<file path="src/hw/serial_port_pkg.sv">
// constants and types shared by the serial control port design
package serial_port_pkg;
  localparam logic [6:0] DEV_ADDR = 7'h70;
  localparam logic [7:0] WR_IDX_MAX = 8'h0f;
  localparam logic [7:0] RD_IDX_STATUS = 8'h80;
  localparam logic [7:0] RD_IDX_MEASURE = 8'h81;
  localparam logic [3:0] REG_CONFIG = 4'h0;
  localparam logic [3:0] REG_FILTER = 4'h3;
  localparam logic [3:0] REG_TH_LOW = 4'h6;
  localparam logic [3:0] REG_TH_HIGH = 4'h7;
  localparam int CFG_SLICER_BIT = 15;
  localparam int CFG_PWRDN_BIT = 14;
  localparam int CFG_MODE_LSB = 12;
  localparam int FLT_BW_LSB = 4;
  localparam logic [15:0] CONFIG_RST = 16'h0011;
  localparam logic [15:0] FILTER_RST = 16'h0000;
  localparam logic [15:0] OTHER_RST = 16'h0000;
  localparam logic [3:0] BITS_PER_BYTE = 4'h8;
  localparam int SYNC_W = 7;
  localparam int REG_COUNT = 16;

  typedef enum logic [3:0] {
    BUS_IDLE = 4'h0,
    BUS_ADDR = 4'h1,
    BUS_ACK = 4'h3,
    BUS_INDEX = 4'h2,
    BUS_DATA = 4'h6,
    BUS_READ = 4'h7,
    BUS_RD_ACK = 4'h5,
    BUS_IGNORE = 4'h4
  } bus_state_t;

  typedef enum logic [1:0] {
    MODE_SLAVE = 2'h0,
    MODE_SELF_POLL = 2'h1,
    MODE_TIMER = 2'h3
  } wake_mode_t;
endpackage : serial_port_pkg

</file>
<file path="src/hw/pin_sync.sv">
// two-flop synchroniser for the asynchronous pin inputs
`timescale 1ns/1ps
module pin_sync
  import serial_port_pkg::*;
(
  // clock and reset
  input wire logic sys_clk_i,
  input wire logic rst_b_i,
  // pins in and synchronised copies out
  input wire logic [SYNC_W-1:0] async_i,
  output logic [SYNC_W-1:0] sync_o
);
  logic [SYNC_W-1:0] meta_q;

  // first stage feeds the second stage only
  always_ff @(posedge sys_clk_i)
  begin
    if (!rst_b_i)
    begin
      meta_q <= '0;
      sync_o <= '0;
    end
    else
    begin
      meta_q <= async_i;
      sync_o <= meta_q;
    end
  end
endmodule : pin_sync

</file>
<file path="src/hw/rate_detector.sv">
// data-rate window counter of the data-valid detector
`timescale 1ns/1ps
module rate_detector
  import serial_port_pkg::*;
(
  // clock and reset
  input wire logic sys_clk_i,
  input wire logic rst_b_i,
  // sliced data and window limits
  input wire logic sliced_i,
  input wire logic [15:0] th_low_i,
  input wire logic [15:0] th_high_i,
  // measurement results
  output logic [15:0] measure_o,
  output logic rate_ok_o
);
  logic [15:0] count_q;
  logic sliced_d_q;
  logic sliced_rise;

  assign sliced_rise = sliced_i & ~sliced_d_q;

  always_ff @(posedge sys_clk_i)
  begin
    if (!rst_b_i)
      sliced_d_q <= 1'b0;
    else
      sliced_d_q <= sliced_i;
  end

  // count timebase cycles between rising edges of the sliced data
  always_ff @(posedge sys_clk_i)
  begin
    if (!rst_b_i)
    begin
      count_q <= 16'h0000;
      measure_o <= 16'h0000;
      rate_ok_o <= 1'b0;
    end
    else if (sliced_rise)
    begin
      measure_o <= count_q;
      rate_ok_o <= (count_q >= th_low_i) && (count_q <= th_high_i);
      count_q <= 16'h0001;
    end
    else if (count_q != 16'hffff)
      count_q <= count_q + 16'h0001;
    else
      rate_ok_o <= 1'b0;
  end
endmodule : rate_detector

</file>
<file path="src/hw/serial_control_port.sv">
// serial control port with configuration registers and power-down control
// Summary of operation
// - mode pin low selects two-wire protocol, high selects three-wire protocol
// - port works in power-down; host serial clock edges are sampled on sys_clk_i
// - data changes while clock high are start or stop events only
// - falling data while clock high starts a new command
// - rising data while clock high ends exchange, bus logic goes idle
// - receiver pulls data low on ninth clock after each byte in two-wire mode, except after an unmatched address or unknown index
// - address byte sent msb first; upper seven bits must match device
// - address lsb zero means write, one means read
// - write carries index 00h to 0fh then data bytes, ended by stop
// - read: address write, index 80h or 81h, address read, data out
// - data line driven only low, open drain, pulled up internally
// - power-down when pin high or config bit 14 set
// - config bit 15 picks slicer threshold source, resets to zero
// - filter register bits 4 to 7 set data filter bandwidth
// - rate detector counts timebase cycles gated by sliced data, compares
// - self-polling: rate and strength both pass, power-down pin pulled low
// - power-down pin open drain; outside may pull it low to wake
// - wake-up logic selects slave, self-polling or timer mode
// - three-wire mode ignores traffic while select line is high
`timescale 1ns/1ps
module serial_control_port
  import serial_port_pkg::*;
(
  // clock and reset
  input wire logic sys_clk_i,
  input wire logic rst_b_i,
  // bus pins
  input wire logic port_protocol_select_pin_i,
  input wire logic iface_select_b_pin_i,
  input wire logic serial_clock_pin_i,
  input wire logic serial_data_pin_i,
  output logic serial_data_pin_o,
  output logic serial_data_pin_oe_o,
  // power-down and data-detect pin
  input wire logic powerdown_detect_pin_i,
  output logic powerdown_detect_pin_o,
  output logic powerdown_detect_pin_oe_o,
  // receiver status inputs
  input wire logic sliced_data_i,
  input wire logic rssi_ok_i,
  // configuration outputs
  output logic [15:0] config_o,
  output logic [7:0] filter_cutoff_register_o,
  output logic slicer_peak_o,
  output logic [3:0] data_filter_bw_o,
  output logic powerdown_o,
  output serial_port_pkg::wake_mode_t wake_mode_o,
  output logic data_valid_o
);
  import serial_port_pkg::*;

  logic [SYNC_W-1:0] sync_s;
  logic scl_s;
  logic sda_s;
  logic three_wire_s;
  logic sel_b_s;
  logic pwdd_s;
  logic rssi_s;
  logic sliced_s;
  logic scl_d_q;
  logic sda_d_q;
  logic sel_b_d_q;
  logic scl_rise;
  logic scl_fall;
  logic start_ev;
  logic stop_ev;
  logic sel_fall;
  bus_state_t state_q;
  bus_state_t nxt_q;
  logic [3:0] bit_cnt_q;
  logic [7:0] shreg_q;
  logic [7:0] tx_q;
  logic [7:0] hi_byte_q;
  logic hi_sel_q;
  logic [3:0] idx_q;
  logic rd_sel_q;
  logic [15:0] regs_q [REG_COUNT];
  logic byte_done;
  logic wr_en;
  logic [15:0] wr_data;
  logic [15:0] measure;
  logic rate_ok;
  logic pwdd_low_q;

  function automatic logic is_wide(input logic [3:0] idx);
    is_wide = (idx != REG_FILTER);
  endfunction : is_wide

  function automatic logic [15:0] reg_reset(input int idx);
    if (idx == int'(REG_CONFIG))
      reg_reset = CONFIG_RST;
    else if (idx == int'(REG_FILTER))
      reg_reset = FILTER_RST;
    else
      reg_reset = OTHER_RST;
  endfunction : reg_reset

  function automatic logic [7:0] rd_value(input logic sel);
    if (sel)
      rd_value = measure[7:0];
    else
      rd_value = {wake_mode_o, rssi_s, rate_ok, powerdown_o, 3'h0};
  endfunction : rd_value

  pin_sync u_sync (
    .sys_clk_i(sys_clk_i),
    .rst_b_i(rst_b_i),
    .async_i({sliced_data_i, rssi_ok_i, powerdown_detect_pin_i, iface_select_b_pin_i,
              port_protocol_select_pin_i, serial_data_pin_i, serial_clock_pin_i}),
    .sync_o(sync_s)
  );

  assign scl_s = sync_s[0];
  assign sda_s = sync_s[1];
  assign three_wire_s = sync_s[2];
  assign sel_b_s = sync_s[3];
  assign pwdd_s = sync_s[4];
  assign rssi_s = sync_s[5];
  assign sliced_s = sync_s[6];

  // edge detection on the synchronised host clock and data
  always_ff @(posedge sys_clk_i)
  begin
    if (!rst_b_i)
    begin
      scl_d_q <= 1'b0;
      sda_d_q <= 1'b1;
      sel_b_d_q <= 1'b1;
    end
    else
    begin
      scl_d_q <= scl_s;
      sda_d_q <= sda_s;
      sel_b_d_q <= sel_b_s;
    end
  end

  assign scl_rise = scl_s & ~scl_d_q;
  assign scl_fall = ~scl_s & scl_d_q;
  assign start_ev = ~three_wire_s & scl_s & scl_d_q & sda_d_q & ~sda_s;
  assign stop_ev = ~three_wire_s & scl_s & scl_d_q & ~sda_d_q & sda_s;
  assign sel_fall = three_wire_s & sel_b_d_q & ~sel_b_s;
  assign byte_done = scl_fall & (bit_cnt_q == BITS_PER_BYTE);

  // bus protocol state machine
  always_ff @(posedge sys_clk_i)
  begin
    if (!rst_b_i)
    begin
      state_q <= BUS_IDLE;
      nxt_q <= BUS_IDLE;
      bit_cnt_q <= 4'h0;
      shreg_q <= 8'h00;
      tx_q <= 8'hff;
      hi_byte_q <= 8'h00;
      hi_sel_q <= 1'b0;
      idx_q <= 4'h0;
      rd_sel_q <= 1'b0;
    end
    else if (three_wire_s && sel_b_s)
    begin
      state_q <= BUS_IDLE;
      bit_cnt_q <= 4'h0;
    end
    else if (sel_fall)
    begin
      state_q <= BUS_INDEX;
      bit_cnt_q <= 4'h0;
      hi_sel_q <= 1'b0;
    end
    else if (stop_ev)
    begin
      state_q <= BUS_IDLE;
      bit_cnt_q <= 4'h0;
    end
    else if (start_ev)
    begin
      state_q <= BUS_ADDR;
      bit_cnt_q <= 4'h0;
      hi_sel_q <= 1'b0;
    end
    else
    begin
      unique case (state_q)
        BUS_IDLE, BUS_IGNORE:
        begin
          bit_cnt_q <= 4'h0;
        end
        BUS_ADDR, BUS_INDEX, BUS_DATA:
        begin
          if (scl_rise)
          begin
            shreg_q <= {shreg_q[6:0], sda_s};
            bit_cnt_q <= bit_cnt_q + 4'h1;
          end
          else if (byte_done)
          begin
            bit_cnt_q <= 4'h0;
            state_q <= three_wire_s ? BUS_DATA : BUS_ACK;
            if (state_q == BUS_ADDR)
            begin
              if (shreg_q[7:1] != DEV_ADDR)
                state_q <= BUS_IGNORE;
              else if (shreg_q[0])
                nxt_q <= BUS_READ;
              else
                nxt_q <= BUS_INDEX;
            end
            else if (state_q == BUS_INDEX)
            begin
              if (shreg_q <= WR_IDX_MAX)
              begin
                idx_q <= shreg_q[3:0];
                hi_sel_q <= 1'b0;
                nxt_q <= BUS_DATA;
              end
              else if (shreg_q == RD_IDX_STATUS || shreg_q == RD_IDX_MEASURE)
              begin
                rd_sel_q <= shreg_q[0];
                nxt_q <= BUS_IDLE;
                if (three_wire_s)
                begin
                  state_q <= BUS_READ;
                  tx_q <= rd_value(shreg_q[0]);
                end
              end
              else
                state_q <= BUS_IGNORE;
            end
            else
            begin
              nxt_q <= BUS_DATA;
              if (is_wide(idx_q) && !hi_sel_q)
              begin
                hi_byte_q <= shreg_q;
                hi_sel_q <= 1'b1;
              end
              else
              begin
                hi_sel_q <= 1'b0;
                idx_q <= idx_q + 4'h1;
              end
            end
          end
        end
        BUS_ACK:
        begin
          if (scl_fall)
          begin
            state_q <= nxt_q;
            if (nxt_q == BUS_READ)
              tx_q <= rd_value(rd_sel_q);
          end
        end
        BUS_READ:
        begin
          if (scl_rise)
            bit_cnt_q <= bit_cnt_q + 4'h1;
          else if (byte_done)
          begin
            bit_cnt_q <= 4'h0;
            state_q <= three_wire_s ? BUS_IGNORE : BUS_RD_ACK;
          end
          else if (scl_fall)
            tx_q <= {tx_q[6:0], 1'b1};
        end
        BUS_RD_ACK:
        begin
          if (scl_rise)
            shreg_q <= {7'h00, sda_s};
          else if (scl_fall)
          begin
            if (!shreg_q[0])
            begin
              state_q <= BUS_READ;
              tx_q <= rd_value(rd_sel_q);
            end
            else
              state_q <= BUS_IGNORE;
          end
        end
        default:
        begin
          state_q <= BUS_IDLE;
        end
      endcase
    end
  end

  // open-drain data line, low only during acknowledge or a zero read bit
  assign serial_data_pin_o = 1'b0;
  assign serial_data_pin_oe_o = (state_q == BUS_ACK) | ((state_q == BUS_READ) & ~tx_q[7]);

  assign wr_en = byte_done & (state_q == BUS_DATA) & ~(is_wide(idx_q) & ~hi_sel_q);
  assign wr_data = is_wide(idx_q) ? {hi_byte_q, shreg_q} : {8'h00, shreg_q};

  // configuration register file
  always_ff @(posedge sys_clk_i)
  begin
    if (!rst_b_i)
    begin
      for (int i = 0; i < REG_COUNT; i++)
        regs_q[i] <= reg_reset(i);
    end
    else if (wr_en && !(three_wire_s && sel_b_s) && !stop_ev && !start_ev)
      regs_q[idx_q] <= wr_data;
  end

  rate_detector u_rate (
    .sys_clk_i(sys_clk_i),
    .rst_b_i(rst_b_i),
    .sliced_i(sliced_s),
    .th_low_i(regs_q[REG_TH_LOW]),
    .th_high_i(regs_q[REG_TH_HIGH]),
    .measure_o(measure),
    .rate_ok_o(rate_ok)
  );

  // wake-up mode selection and data-valid indication
  always_ff @(posedge sys_clk_i)
  begin
    if (!rst_b_i)
    begin
      wake_mode_o <= MODE_SLAVE;
      pwdd_low_q <= 1'b0;
    end
    else
    begin
      unique case (regs_q[REG_CONFIG][CFG_MODE_LSB +: 2])
        2'h1: wake_mode_o <= MODE_SELF_POLL;
        2'h2, 2'h3: wake_mode_o <= MODE_TIMER;
        default: wake_mode_o <= MODE_SLAVE;
      endcase
      pwdd_low_q <= (wake_mode_o == MODE_SELF_POLL) & rate_ok & rssi_s;
    end
  end

  assign powerdown_detect_pin_o = 1'b0;
  assign powerdown_detect_pin_oe_o = pwdd_low_q;
  assign powerdown_o = pwdd_s | regs_q[REG_CONFIG][CFG_PWRDN_BIT];
  assign data_valid_o = pwdd_low_q;
  assign config_o = regs_q[REG_CONFIG];
  assign filter_cutoff_register_o = regs_q[REG_FILTER][7:0];
  assign slicer_peak_o = regs_q[REG_CONFIG][CFG_SLICER_BIT];
  assign data_filter_bw_o = regs_q[REG_FILTER][FLT_BW_LSB +: 4];
endmodule : serial_control_port

</file>
<file path="config.mk">
export PLATFORM = sky130hd
export DESIGN_NAME = serial_control_port
export DESIGN_NICKNAME = d
export VERILOG_FILES = /design/src/hw/serial_port_pkg.sv /design/src/hw/pin_sync.sv /design/src/hw/rate_detector.sv /design/src/hw/serial_control_port.sv
export SDC_FILE = /design/constraint.sdc
export NUM_CORES = 1
export LEC_CHECK = 0
export BUFFER_PORTS_ARGS = -buffer_cell sky130_fd_sc_hd__buf_2
export CAP_MARGIN = 15
export CELL_PAD_IN_SITES_DETAIL_PLACEMENT = 0
export CELL_PAD_IN_SITES_GLOBAL_PLACEMENT = 1
export CORE_ASPECT_RATIO = 0.75
export CORE_UTILIZATION = 52
export DETAILED_ROUTE_END_ITERATION = 16
export GPL_ROUTABILITY_DRIVEN = 0
export PLACE_DENSITY = 0.88
export SLEW_MARGIN = 30
export SYNTH_ARGS = -nofsm -noshare
export SYNTH_HDL_FRONTEND = slang
export SYNTH_HIERARCHICAL = 1
export SYNTH_SLANG_ARGS = --single-unit
</file>
<file path="constraint.sdc">
create_clock -name sys_clk_i -period 6.88 [get_ports sys_clk_i]
set_input_delay 1.376 -clock sys_clk_i [delete_from_list [all_inputs] [get_ports sys_clk_i]]
set_output_delay 1.376 -clock sys_clk_i [all_outputs]
set_load 0.03 [all_outputs]
</file>
==> results of run 1 <==
==> layer usage <==
| metal | vias up | track usage |
|---|---|---|
| met2 | 152 | 0.361 |
| li1 | 2603 | - |
| met3 | 20 | 0.0564 |
| met1 | 2586 | 0.340 |
| met5 | - | 0 |
| met4 | 0 | 0.0675 |
==> flip-flops by register name, summed over array words and instances, names as in the netlist, 2 cells and up <==
name              count
tx_q                  8
idx_q                 4
u_rate/count_q       16
bit_cnt_q             4
u_sync/meta_q         7
u_sync/sync_o         7
hi_byte_q             8
shreg_q               8
u_rate/measure_o      8
wake_mode_o           2
regs_q               56
nxt_q                 3
state_q               3
==> final cells by class <==
cell class	count	area share
Tap cell	175	0.0271
Multi-Input combinational cell	499	0.429
Inverter	43	0.0200
Clock buffer	20	0.0605
Timing Repair Buffer	46	0.0294
Sequential cell	142	0.421
Clock inverter	12	0.0133
==> power by group <==
| group | switching (mW) | total [mW] | internal (mW) |
|---|---|---|---|
| logic | 0.0672 | 0.100 | 0.0332 |
| registers | 0.0171 | 0.914 | 0.897 |
| clock network | 0.389 | 0.917 | 0.528 |
| total | 0.473 | 1.93 | 1.46 |
==> path summary, 6_finish.rpt <==
kind / startpoint / endpoint / slack, ns
worst max-delay path: rst_b_i / regs_q[6][5] / 3.17
worst min-delay path: u_sync/meta_q[1] / u_sync/sync_o[1] / 0.44
worst max register to register: state_q[1] / regs_q[6][5] / 3.67
worst min register to register: u_sync/meta_q[1] / u_sync/sync_o[1] / 0.44
==> worst max-delay path: stages <==
cell	delay, ns
buf_2	0.07
buf_4	0.45
a21bo_2	0.31
a211oi_1	0.24
and3_1	0.22
and3_1	0.45
nand2b_1	0.61
==> metrics by stage <==
stage | utilization | setup WS, ns
after floorplan | - | 3.78
after global routing | 0.590 | 2.97
after CTS | 0.590 | 3.19
after global placement | 0.547 | 2.84
after detailed placement | 0.547 | 2.75
final | 0.590 | 3.17
==> results.md, run 1 <==
- The category of the critical setup timing path is input pin to flip-flop.
- The count of nets left with antenna violations once routing finished came out at 0.
- The setup-violating endpoint count in the final report is 0.
- The final route contains between 5,000 and 6,000 vias.
- The final design instance area without fill is roughly 8100 sq um.
- For this configuration, the core starts out at a cell density of 0.534.
- The arrival time at the worst endpoint is 3.77 ns.
- The overall global routing resource usage is 0.239.
- The number of nets in the layout is a little under 800.
- The post-synthesis instance area is 7320 sq um.
- The CTS sink count is about 140.
- The count of input and output buffers is 43.
- IR analysis of the VDD net gives a maximum drop of around 190 uV.
- Setup repair after global routing left no endpoint under its margin.
- In the detailed route, the total length drawn on met3 is 949 um.
- The leakage power of the design is around 3.3 nW.
- From left edge to right edge, the die measures ~140 um.
- The cell at the root of the clock tree is clkbuf_16.
- The number of top-level design ports is 46.
- Across all hold checks on the routed design, the worst slack comes to between 0.4 and 0.5 ns.
- During synthesis, Yosys emitted a total of 6 warnings.
- Buffers inserted to repair hold after CTS numbered 0.
- The path class of the tightest hold or removal check is flip-flop to flip-flop.
- The number of antenna violations at the first check in global routing came to 0.
- The largest fanout of any net on the critical path is 54.
- The source-to-sink clock delay at the later pin of the worst-skew pair is approximately 0.43 ns.
- The slew at the pin with the worst max-slew slack is roughly 0.89 ns.
- Including well taps, the total number of placed cells is 905.
- 0 antenna diodes ended up in the layout.
- The run finished with clean final reports.
- The layout has about 1,100 filler cells.
- The CTS tree is done.
- The via count of the first global-routing pass is around 5,100.
- The number of gates resized after CTS was 0.
- The maximum number of pins on one net before global-route repair is 55.
- Subtracting the final worst setup slack from the clock period gives 3.71 ns.
- The cell count after synthesis came out at 732.
- The placement-stage cell area is roughly 7500 sq um.
- The count of unresolved DRC violations after routing is 0.
- The kind of end point of the critical path is a flip-flop.
- Detailed routing placed a total of between 7000 and 8000 um of wire on met2.
- Of the cells placed in the final design, the portion with a size suffix greater than 1 is 0.151.
- The per-cell routed wire length is 17.6 um.
- Post-CTS timing repair inserted 0 buffers for setup.
- The floorplan step defined a core boundary enclosing ~14,000 sq um.
- After detailed routing, the wire length on met1 is just over 8000 um.
- The sum of negative setup slack is 0 ns.
- The H-tree depth is 4.
- Dividing the synthesized area by the synthesized cell count gives between 9 and 10 sq um.
- The number of cells on the worst hold path is 1.
- The final number of hold-violating endpoints is 0.
- The clock-pin transition on the worst setup and hold timing paths is ~0.070 ns.
- The total power is between 1.5 and 2 mW.
- Global routing finished with a remaining overflow of 0.
- The die covers between 10,000 and 15,000 sq um.
- The top cell types in the final layout, fill and taps aside, are 86 x dfxtp_1, 63 x and2_1, 56 x edfxtp_1.
- The worst setup path is launched from an input pin.
- Clock tree synthesis inserted a total of 17 buffers.
- After detailed routing, no signal wire sits above met4.
- At the worst endpoint, the required time is 6.93 ns.
- The worst register-to-register path has a depth of 5.
- No sink is reached through more buffers than the 2 on the longest clock path.
- Dividing the final minimum period by the clock period gives 0.539.
- Dividing total power by cell area gives a power density of around 240 nW/um^2.
- The multi-input combinational cells in the finished layout cover a total of 3470 sq um.
- The first-pass iteration count of the detailed router is 7.
- The clock arrives with between 0.008 and 0.009 ns of skew.
- Based on the critical path, the design can be clocked at up to between 200 and 300 MHz.
- The synthesis-to-layout area growth is 10.5%.
- For this block, the routed nets add up to around 16,000 um of wire.
- The half-perimeter wire length after detailed placement is about 11,000 um.
- The first global-routing pass estimated around 27,000 um of wire.
- The worst slew slack as a fraction of its limit is 0.408.
- The library cell used most frequently in the layout, excluding fill and tap cells, is dfxtp_1.
- The final count of pins violating max slew is 0.
- In the routed layout, each cell is associated on average with a via count of approximately 5.7.
- The number of DRC violations after detailed-routing iteration 0 is 463.
- After floorplanning, the core was divided into 37 placement rows.
- In the final layout, flip-flops and latches occupy around 3400 sq um.
- Once layout is complete, the cells apart from fillers number around 940.
- The die outline height is 105 um.
- The tool flagged a number of max-cap violations equal to 0.
No activity file was read; power rests on OpenSTA's default activity.
==> inputs of run 2 (changes only) <==
CORE_UTILIZATION = 44   (was 52)
PLACE_DENSITY = 0.8   (was 0.88)
clock period = 3 ns   (was 6.88 ns; I/O delays follow)
==> run 2 against run 1 <==
Final area is 0.97% higher. First-iteration DRC count is 32% lower. Clock power is 120% higher. Worst setup slack worse by 2.7 ns. Combinational power is 130% higher. Sequential share of layout area is 0.41 points lower. Via count is 0.28% higher. Wire length is 1.8% higher. Global-route usage is 2.8 points lower. Clock skew is 0.0051 ns higher.
==> results.md, run 2 (synthesis gave the netlist of run 1 again) <==
- The largest fanout of any net on the critical path was 17 (was 54).
- The category of the critical setup timing path is flip-flop to flip-flop (was input pin to flip-flop).
- The kind of end point of the critical path is a flip-flop (unchanged).
- The antenna cell count came to 0 (unchanged).
- The number of flip-flops in the largest register is 56 (unchanged).
- The number of buffers inserted by hold repair at cts is 0 (unchanged).
- The total net switching power is 1.05 mW (was 0.473 mW).
- The leakage power of the design came to 3.31 nW (was 3.26 nW).
- The source-to-sink clock delay at the later pin of the worst-skew pair came to 0.43 ns (about the same).
- The initial cell density of the core is 0.454 (was 0.534).
- Derived from the worst setup path, the maximum achievable clock frequency is ~390 MHz.
- Cells along the critical path: or2b_1 > nor3_2 > and4_1 > nand2b_1 > buf_4 (was buf_2 > buf_4 > a21bo_2 > a211oi_1 > and3_1 > and3_1 > nand2b_1).
- The first-pass iteration count of the detailed router is 4 (was 7).
- The die outline height is 114 um (was 105 um).
- The die width is 151 um (was 139 um).
- The number of top-level design ports is 46 (unchanged).
- The share of layout cells above drive strength 1 is 0.161 (was 0.151).
- The standard cell core area is 16,100 sq um (was 13,700 sq um).
- The class of the tightest hold or removal check is input pin to flip-flop (was flip-flop to flip-flop).
- The post-route clock period utilization is 0.851.
- The number of nets with antenna violations after detailed routing is 0 (unchanged).
- Regs by FF count: regs_q x56, u_rate/count_q x16 (unchanged).
- The number of post-CTS setup repair buffers was 0 (unchanged).
- The reported max-cap violation count came to 0 (unchanged).
- The relative contribution of the clock network to total power is 0.461 (was 0.475).
- The switching share of power is 0.243 (was 0.245).
- The final design instance area without fill is 8170 sq um (was 8090 sq um).
- The synthesis-to-layout area growth came to 11.6% (was 10.5%).
- The number of nets in the layout is 806 (was 796).
- The via count of the first global-routing pass is 5,199 (was 5,101).
- The count of unresolved DRC violations after routing came to 0 (unchanged).
- The power share of the sequential group is 0.485 (was 0.473).
- The via count was 5,376 (was 5,361).
- The overall global routing resource usage was 0.211 (was 0.239).
- The worst setup slack for register-to-register paths is 0.45 ns (was 3.67 ns).
- The startpoint class of the critical path is a flip-flop (was input pin).
- The half-perimeter wire length after detailed placement is 11,700 um (was 11,400 um).
- The cell at the slowest stage of the critical path is dfxtp_1 (was nand2b_1).
- The part of the power in combinational logic is 0.053 (was 0.052).
- The H-tree depth is 4 (unchanged).
- The total power came to 4.30 mW (was 1.93 mW).
- The total power density per cell area is 527 nW/um^2 (was 239 nW/um^2).
- Highest-count cells in the layout ignoring fill and taps: 86 x dfxtp_1, 63 x and2_1, 56 x edfxtp_1 (unchanged).
- The final standard cell utilization of the core is 0.507 (was 0.590).
- The sum of buffers and inverters on the critical path is 1 (was 2).
- The number of antenna violations at the first check in global routing was 0 (unchanged).
- The number of DRC violations after detailed-routing iteration 0 is 317 (was 463).
- The CTS tree is done (unchanged).
- The die area is 17,200 sq um (was 14,600 sq um).
- The CTS sink count is 142 (unchanged).
- The final wirelength is 16,800 um (was 16,500 um).
- The arrival time at the worst endpoint is 2.68 ns (was 3.77 ns).
- The setup skew after layout is 0.0135 ns (was 0.00844 ns).
- The number of logic stages on the critical path including buffering is 5 (was 7).
- The overall overflow remaining after global route is 0 (unchanged).
- The maximum number of pins on one net before global-route repair came to 52 (was 55).
- The post-route minimum period is approximately 2.6 ns.
- The setup-violating endpoint count in the final report is 0 (unchanged).
- Run status: finished, final reports clean (unchanged).
- The floorplan row count is 40 (was 37).
- The final cell count without fillers was 982 (was 937).
- The cell at the root of the clock tree is clkbuf_16 (unchanged).
- The clock-pin transition on the worst setup and hold timing paths is 0.07 ns (about the same).
- The average via count per standard cell is 5.47 (was 5.72).
- The length in cells of the worst reg-to-reg path is 5 (unchanged).
- The worst slew slack as a fraction of its limit came to 0.536 (was 0.408).
- The internal power summed over all cells is 3.26 mW (was 1.46 mW).
- The quantity of gates resized following cts was 0 (unchanged).
- The placement-stage cell area was 7610 sq um (was 7490 sq um).
- The number of cells on the worst hold path is 2 (was 1).
- The cell class contributing the biggest share of worst-path delay is simple AND/OR/NAND/NOR gates (unchanged).
- The count of input and output buffers came to 43 (unchanged).
- The most common cell after layout, fill and taps aside was dfxtp_1 (unchanged).
- The delay contributed by the slowest stage of the critical path was 0.74 ns (was 0.61 ns).
- The number of CTS-inserted buffers is 17 (unchanged).
- The clock tree buffer depth was 2 (unchanged).
- The slew at the pin with the worst max-slew slack is 0.689 ns (was 0.886 ns).
- The worst ir drop on vdd is 384 uV (was 193 uV).
- The per-cell routed wire length is 17.1 um (was 17.6 um).
- The sum of negative setup slack is 0 ns (unchanged).
- The register bank with the most flops is regs_q (unchanged).
- The required time at the endpoint of the critical path is 3.13 ns (was 6.93 ns).
- Unrepaired setup endpoints after global routing: false (unchanged).
- The global-route wire length before repair was 27,100 um (was 26,900 um).
- The total instance count after detailed placement came to 950 (was 905).
- The final count of pins violating max slew came to 0 (unchanged).
- The final number of hold-violating endpoints is 0 (unchanged).
-- run 2: cell types whose count changed in the layout (fill, tap and decap cells not counted), sizes merged --
| cell | change |
|---|---|
| clkinv | +2 |
| clkbuf | -1 |
| clkinvlp | +1 |
| inv | -2 |
| buf | +10 |
-- run 2: cell type report --
| class | instances | area [sq um] |
|---|---|---|
| timing repair buffer | 56 | 313 |
| multi-input combinational | 499 | 3470 |
| inverter | 43 | 161 |
| clock buffer | 19 | 455 |
| tap | 210 | 263 |
| clock inverter | 13 | 101 |
| fill | 1471 | 7950 |
| sequential | 142 | 3400 |
-- run 2: final timing paths --
| check | from | to |
|---|---|---|
| worst max-delay path | state_q[1] | regs_q[0][5] |
| worst max register to register | state_q[1] | regs_q[0][5] |
| worst min register to register | u_sync/meta_q[0] | u_sync/sync_o[0] |
| worst min-delay path | iface_select_b_pin_i | u_sync/meta_q[3] |
-- run 2: metal layers --
metal / track usage / wire (um) / up-vias
met5: 0 / 0 / -
met4: 0.0820 / 293 / 0
met3: 0.0428 / 745 / 21
met2: 0.322 / 7490 / 137
met1: 0.292 / 8250 / 2593
li1: - / - / 2625
-- run 2: worst reg2reg max path: cells and delay by family (launching register included) --
family        cells  cell delay (ns)
buf+inv           1             0.25
flops             1             0.74
simple gates      4             1.26
-- run 2: power groups by stage --
stage | clock, mW | sequential, mW | combinational (mW)
3_3_place_gp | 0 | 2.13 | 0.218
6_report | 1.98 | 2.09 | 0.228
5_1_grt | 2.11 | 2.09 | 0.250
2_1_floorplan | 0 | 2.14 | 0.146
4_1_cts | 2.02 | 2.09 | 0.229
3_5_place_dp | 0 | 2.13 | 0.227
-- run 2: stage by stage --
stage	worst slack, ns	hold WS, ns
final	0.446	0.385
after global routing	0.249	0.375
after CTS	0.479	0.369
after detailed placement	0.497	0.422
after global placement	0.586	0.418
after floorplan	0.680	0.412
==> inputs of run 3 (changes only) <==
CORE_UTILIZATION = 43   (was 44)
PLACE_DENSITY = 0.79   (was 0.8)
SYNTH_HIERARCHICAL = unset   (was 1)
==> run 3 against run 2 <==
Fmax fell by 2.2%. Sequential share of layout area hardly changed. First-iteration DRC count is 4.7% lower. Global-route usage rose by 0.22 points. Core utilization hardly changed. Via count increased by 1.8%. Register-to-register slack got worse by 0.06 ns. Final area about the same. Critical path depth rose by 1. Area after synthesis decreased by 2.6%. Clock power increased by 14%. Sequential power about the same. Critical endpoint is now regs_q[7][8].
==> results.md, run 3 <==
- The number of buffers inserted by hold repair at cts is 0 (unchanged).
- The largest fanout of any net on the critical path came to 16 (was 17).
- The sum of buffers and inverters on the critical path is 0 (was 1).
- The final wirelength was 17,000 um (was 16,800 um).
- The final count of pins violating max slew is 0 (unchanged).
- The maximum number of pins on one net before global-route repair is 30 (was 52).
- The average via count per standard cell was 5.46 (was 5.47).
- Unrepaired setup endpoints after global routing: false (unchanged).
- The final number of hold-violating endpoints is 0 (unchanged).
- The library cell with the highest instance count after synthesis is dfxtp_1.
- The floorplan row count is 40 (unchanged).
- The worst slew slack as a fraction of its limit is 0.479 (was 0.536).
- The post-synthesis instance area is 7130 sq um (was 7320 sq um).
- The category of the critical setup timing path was flip-flop to flip-flop (unchanged).
- The share of synthesized area in the top cell type comes to 0.241.
- The reported max-cap violation count came to 0 (unchanged).
- The global-route wire length before repair came to 27,800 um (was 27,100 um).
- Cells along the critical path: ha_1 > nor3b_2 > nor2_1 > nor4_4 > nand3_1 > nand2_1 (was or2b_1 > nor3_2 > and4_1 > nand2b_1 > buf_4).
- The worst hold margin was 0.387 ns (was 0.385 ns).
- The kind of end point of the critical path is a flip-flop (unchanged).
- The combined flip-flop and latch cell area was 3400 sq um (unchanged).
- The overall global routing resource usage came to 0.213 (was 0.211).
- The post-synthesis area per instance is 9.57 sq um (was 10.0 sq um).
- Regs by FF count: regs_q x56, u_rate.count_q x16 (was regs_q x56, u_rate/count_q x16).
- The arrival time at the worst endpoint is 2.66 ns (was 2.68 ns).
- The sequential element share of the synthesized area is 0.477.
- The synthesized design contains 142 register bits.
- The quantity of gates resized following cts is 0 (unchanged).
- The CTS sink count is 142 (unchanged).
- The multi-input logic area is 3330 sq um (was 3470 sq um).
- The cell class contributing the biggest share of worst-path delay is simple AND/OR/NAND/NOR gates (unchanged).
- The leakage power of the design is 3.14 nW (was 3.31 nW).
- The source-to-sink clock delay at the later pin of the worst-skew pair is 0.42 ns (was 0.43 ns).
- Run status: finished, final reports clean (unchanged).
- The post-route minimum period came to 2.61 ns (was 2.55 ns).
- The startpoint class of the critical path is a flip-flop (unchanged).
- The count of input and output buffers is 43 (unchanged).
- The die area was 17,100 sq um (was 17,200 sq um).
- The final design instance area without fill is 8170 sq um (about the same).
- The register bank with the most flops was regs_q (unchanged).
- The number of DRC violations after detailed-routing iteration 0 is 302 (was 317).
- The count of unresolved DRC violations after routing came to 0 (unchanged).
- The cell at the root of the clock tree is clkbuf_16 (unchanged).
- The most common cell after layout, fill and taps aside is dfxtp_1 (unchanged).
- The number of nets with antenna violations after detailed routing is 0 (unchanged).
- The per-cell routed wire length is 16.9 um (was 17.1 um).
- The delay contributed by the slowest stage of the critical path is 0.54 ns (was 0.74 ns).
- The antenna cell count was 0 (unchanged).
- The number of nets in the layout is 827 (was 806).
- The die outline height is 114 um (about the same).
- After synthesis, the cell types taking the most area are dfxtp_1 24%, edfxtp_1 24%, ha_1 6.7%.
- The via count is 5,473 (was 5,376).
- The placement-stage cell area is 7530 sq um (was 7610 sq um).
- The standard cell core area is 16,100 sq um (unchanged).
- The cell at the slowest stage of the critical path is nand2_1 (was dfxtp_1).
- The number of top-level design ports is 46 (unchanged).
- The share of layout cells above drive strength 1 was 0.153 (was 0.161).
- Highest-count cells in the layout ignoring fill and taps: 86 x dfxtp_1, 72 x nor2_1, 70 x nand2_1 (was 86 x dfxtp_1, 63 x and2_1, 56 x edfxtp_1).
- The synthesis-to-layout area growth was 14.6% (was 11.6%).
- The clock-pin transition on the worst setup and hold timing paths came to 0.06 ns (was 0.07 ns).
- The H-tree depth is 4 (unchanged).
- Counting flops with an async set or reset pin after synthesis yields a share of 0.
- The synthesized instance count is 745 (was 732).
- The half-perimeter wire length after detailed placement came to 12,200 um (was 11,700 um).
- The class of the tightest hold or removal check was input pin to flip-flop (unchanged).
- The largest area contributor in the synthesized netlist is dfxtp_1.
- Sorting the synthesized cells by how often they occur yields 86 x dfxtp_1, 72 x nor2_1, 70 x nand2_1.
- The total power density per cell area is 562 nW/um^2 (was 527 nW/um^2).
- The number of antenna violations at the first check in global routing is 0 (unchanged).
- The number of CTS-inserted buffers is 17 (unchanged).
- The setup-violating endpoint count in the final report is 0 (unchanged).
- The maximum clock rate is 383 MHz (was 392 MHz).
- The number of synthesis warnings was 0 (was 6).
- The sum of negative setup slack is 0 ns (unchanged).
- The via count of the first global-routing pass is 5,368 (was 5,199).
- The CTS tree is done (unchanged).
- The slew at the pin with the worst max-slew slack is 0.774 ns (was 0.689 ns).
- The setup skew after layout is 0.0112 ns (was 0.0135 ns).
- The die width is 151 um (about the same).
- The overall overflow remaining after global route is 0 (unchanged).
- The first-pass iteration count of the detailed router is 5 (was 4).
- Among all flip-flop cells after synthesis, the most frequent one is dfxtp_1.
- The number of fillers in the final layout came to 1,505 (was 1,471).
- The number of flip-flops in the largest register came to 56 (unchanged).
- The worst ir drop on vdd is 436 uV (was 384 uV).
- Counting distinct cell types in the post-synthesis netlist gives 70.
- The number of post-CTS setup repair buffers is 0 (unchanged).
- In this run, synthesis inferred 56 flip-flops with an integrated enable.
- The clock tree buffer depth is 2 (unchanged).
- The required time at the endpoint of the critical path was 3.05 ns (was 3.13 ns).
- The initial cell density of the core is 0.442 (was 0.454).
- The post-route clock period utilization is 0.870 (was 0.851).
-- run 3: layout make-up --
cell class,count,area share
sequential,142,0.416
multi-input combinational,512,0.408
clock buffer,20,0.0612
timing repair buffer,63,0.0447
tap,210,0.0322
inverter,44,0.0202
clock inverter,12,0.0171
-- run 3: metal layers --
metal | vias to the layer above | GRT usage | part of all wire
li1 | 2688 | - | -
met1 | 2626 | 0.300 | 0.50
met2 | 146 | 0.326 | 0.44
met3 | 13 | 0.0532 | 0.045
met4 | 0 | 0.0547 | 0.0088
met5 | - | 0 | 0
-- run 3: power breakdown --
| part | total, mW | internal, mW | switching (mW) |
|---|---|---|---|
| Sequential | 2.09 | 2.06 | 0.0335 |
| Combinational | 0.234 | 0.0723 | 0.162 |
| Clock | 2.26 | 1.39 | 0.872 |
| Total | 4.59 | 3.52 | 1.07 |
-- run 3: cells by family after synthesis --
kind of cell | count (synthesis) | share of synthesized area
other | 1 | 0.000526
multiplexers | 30 | 0.0440
buffers and inverters | 92 | 0.0556
adder cells (fa/ha/maj) | 38 | 0.0667
AND/OR/NAND/NOR | 297 | 0.222
XOR/XNOR | 12 | 0.0147
flip-flops | 142 | 0.477
AO/OA/AOI/OAI | 133 | 0.119
-- run 3: stage by stage --
stage / cells / util / worst slack (ns) / total power, mW
after floorplan: 746 / - / 0.599 / 2.30
after global placement: 971 / 0.467 / 0.498 / 2.36
after detailed placement: 971 / 0.467 / 0.427 / 2.37
after CTS: 1003 / 0.507 / 0.401 / 4.63
after global routing: 1003 / 0.507 / 0.174 / 4.74
final: 1003 / 0.507 / 0.389 / 4.59
-- run 3: final timing paths --
path	startpoint	endpoint	slack (ns)	cells past startpoint
max	idx_q[1]	regs_q[7][8]	0.39	6
min	rssi_ok_i	u_sync.meta_q[5]	0.39	2
max reg2reg	idx_q[1]	regs_q[7][8]	0.39	6
min reg2reg	u_sync.meta_q[4]	u_sync.sync_o[4]	0.43	1
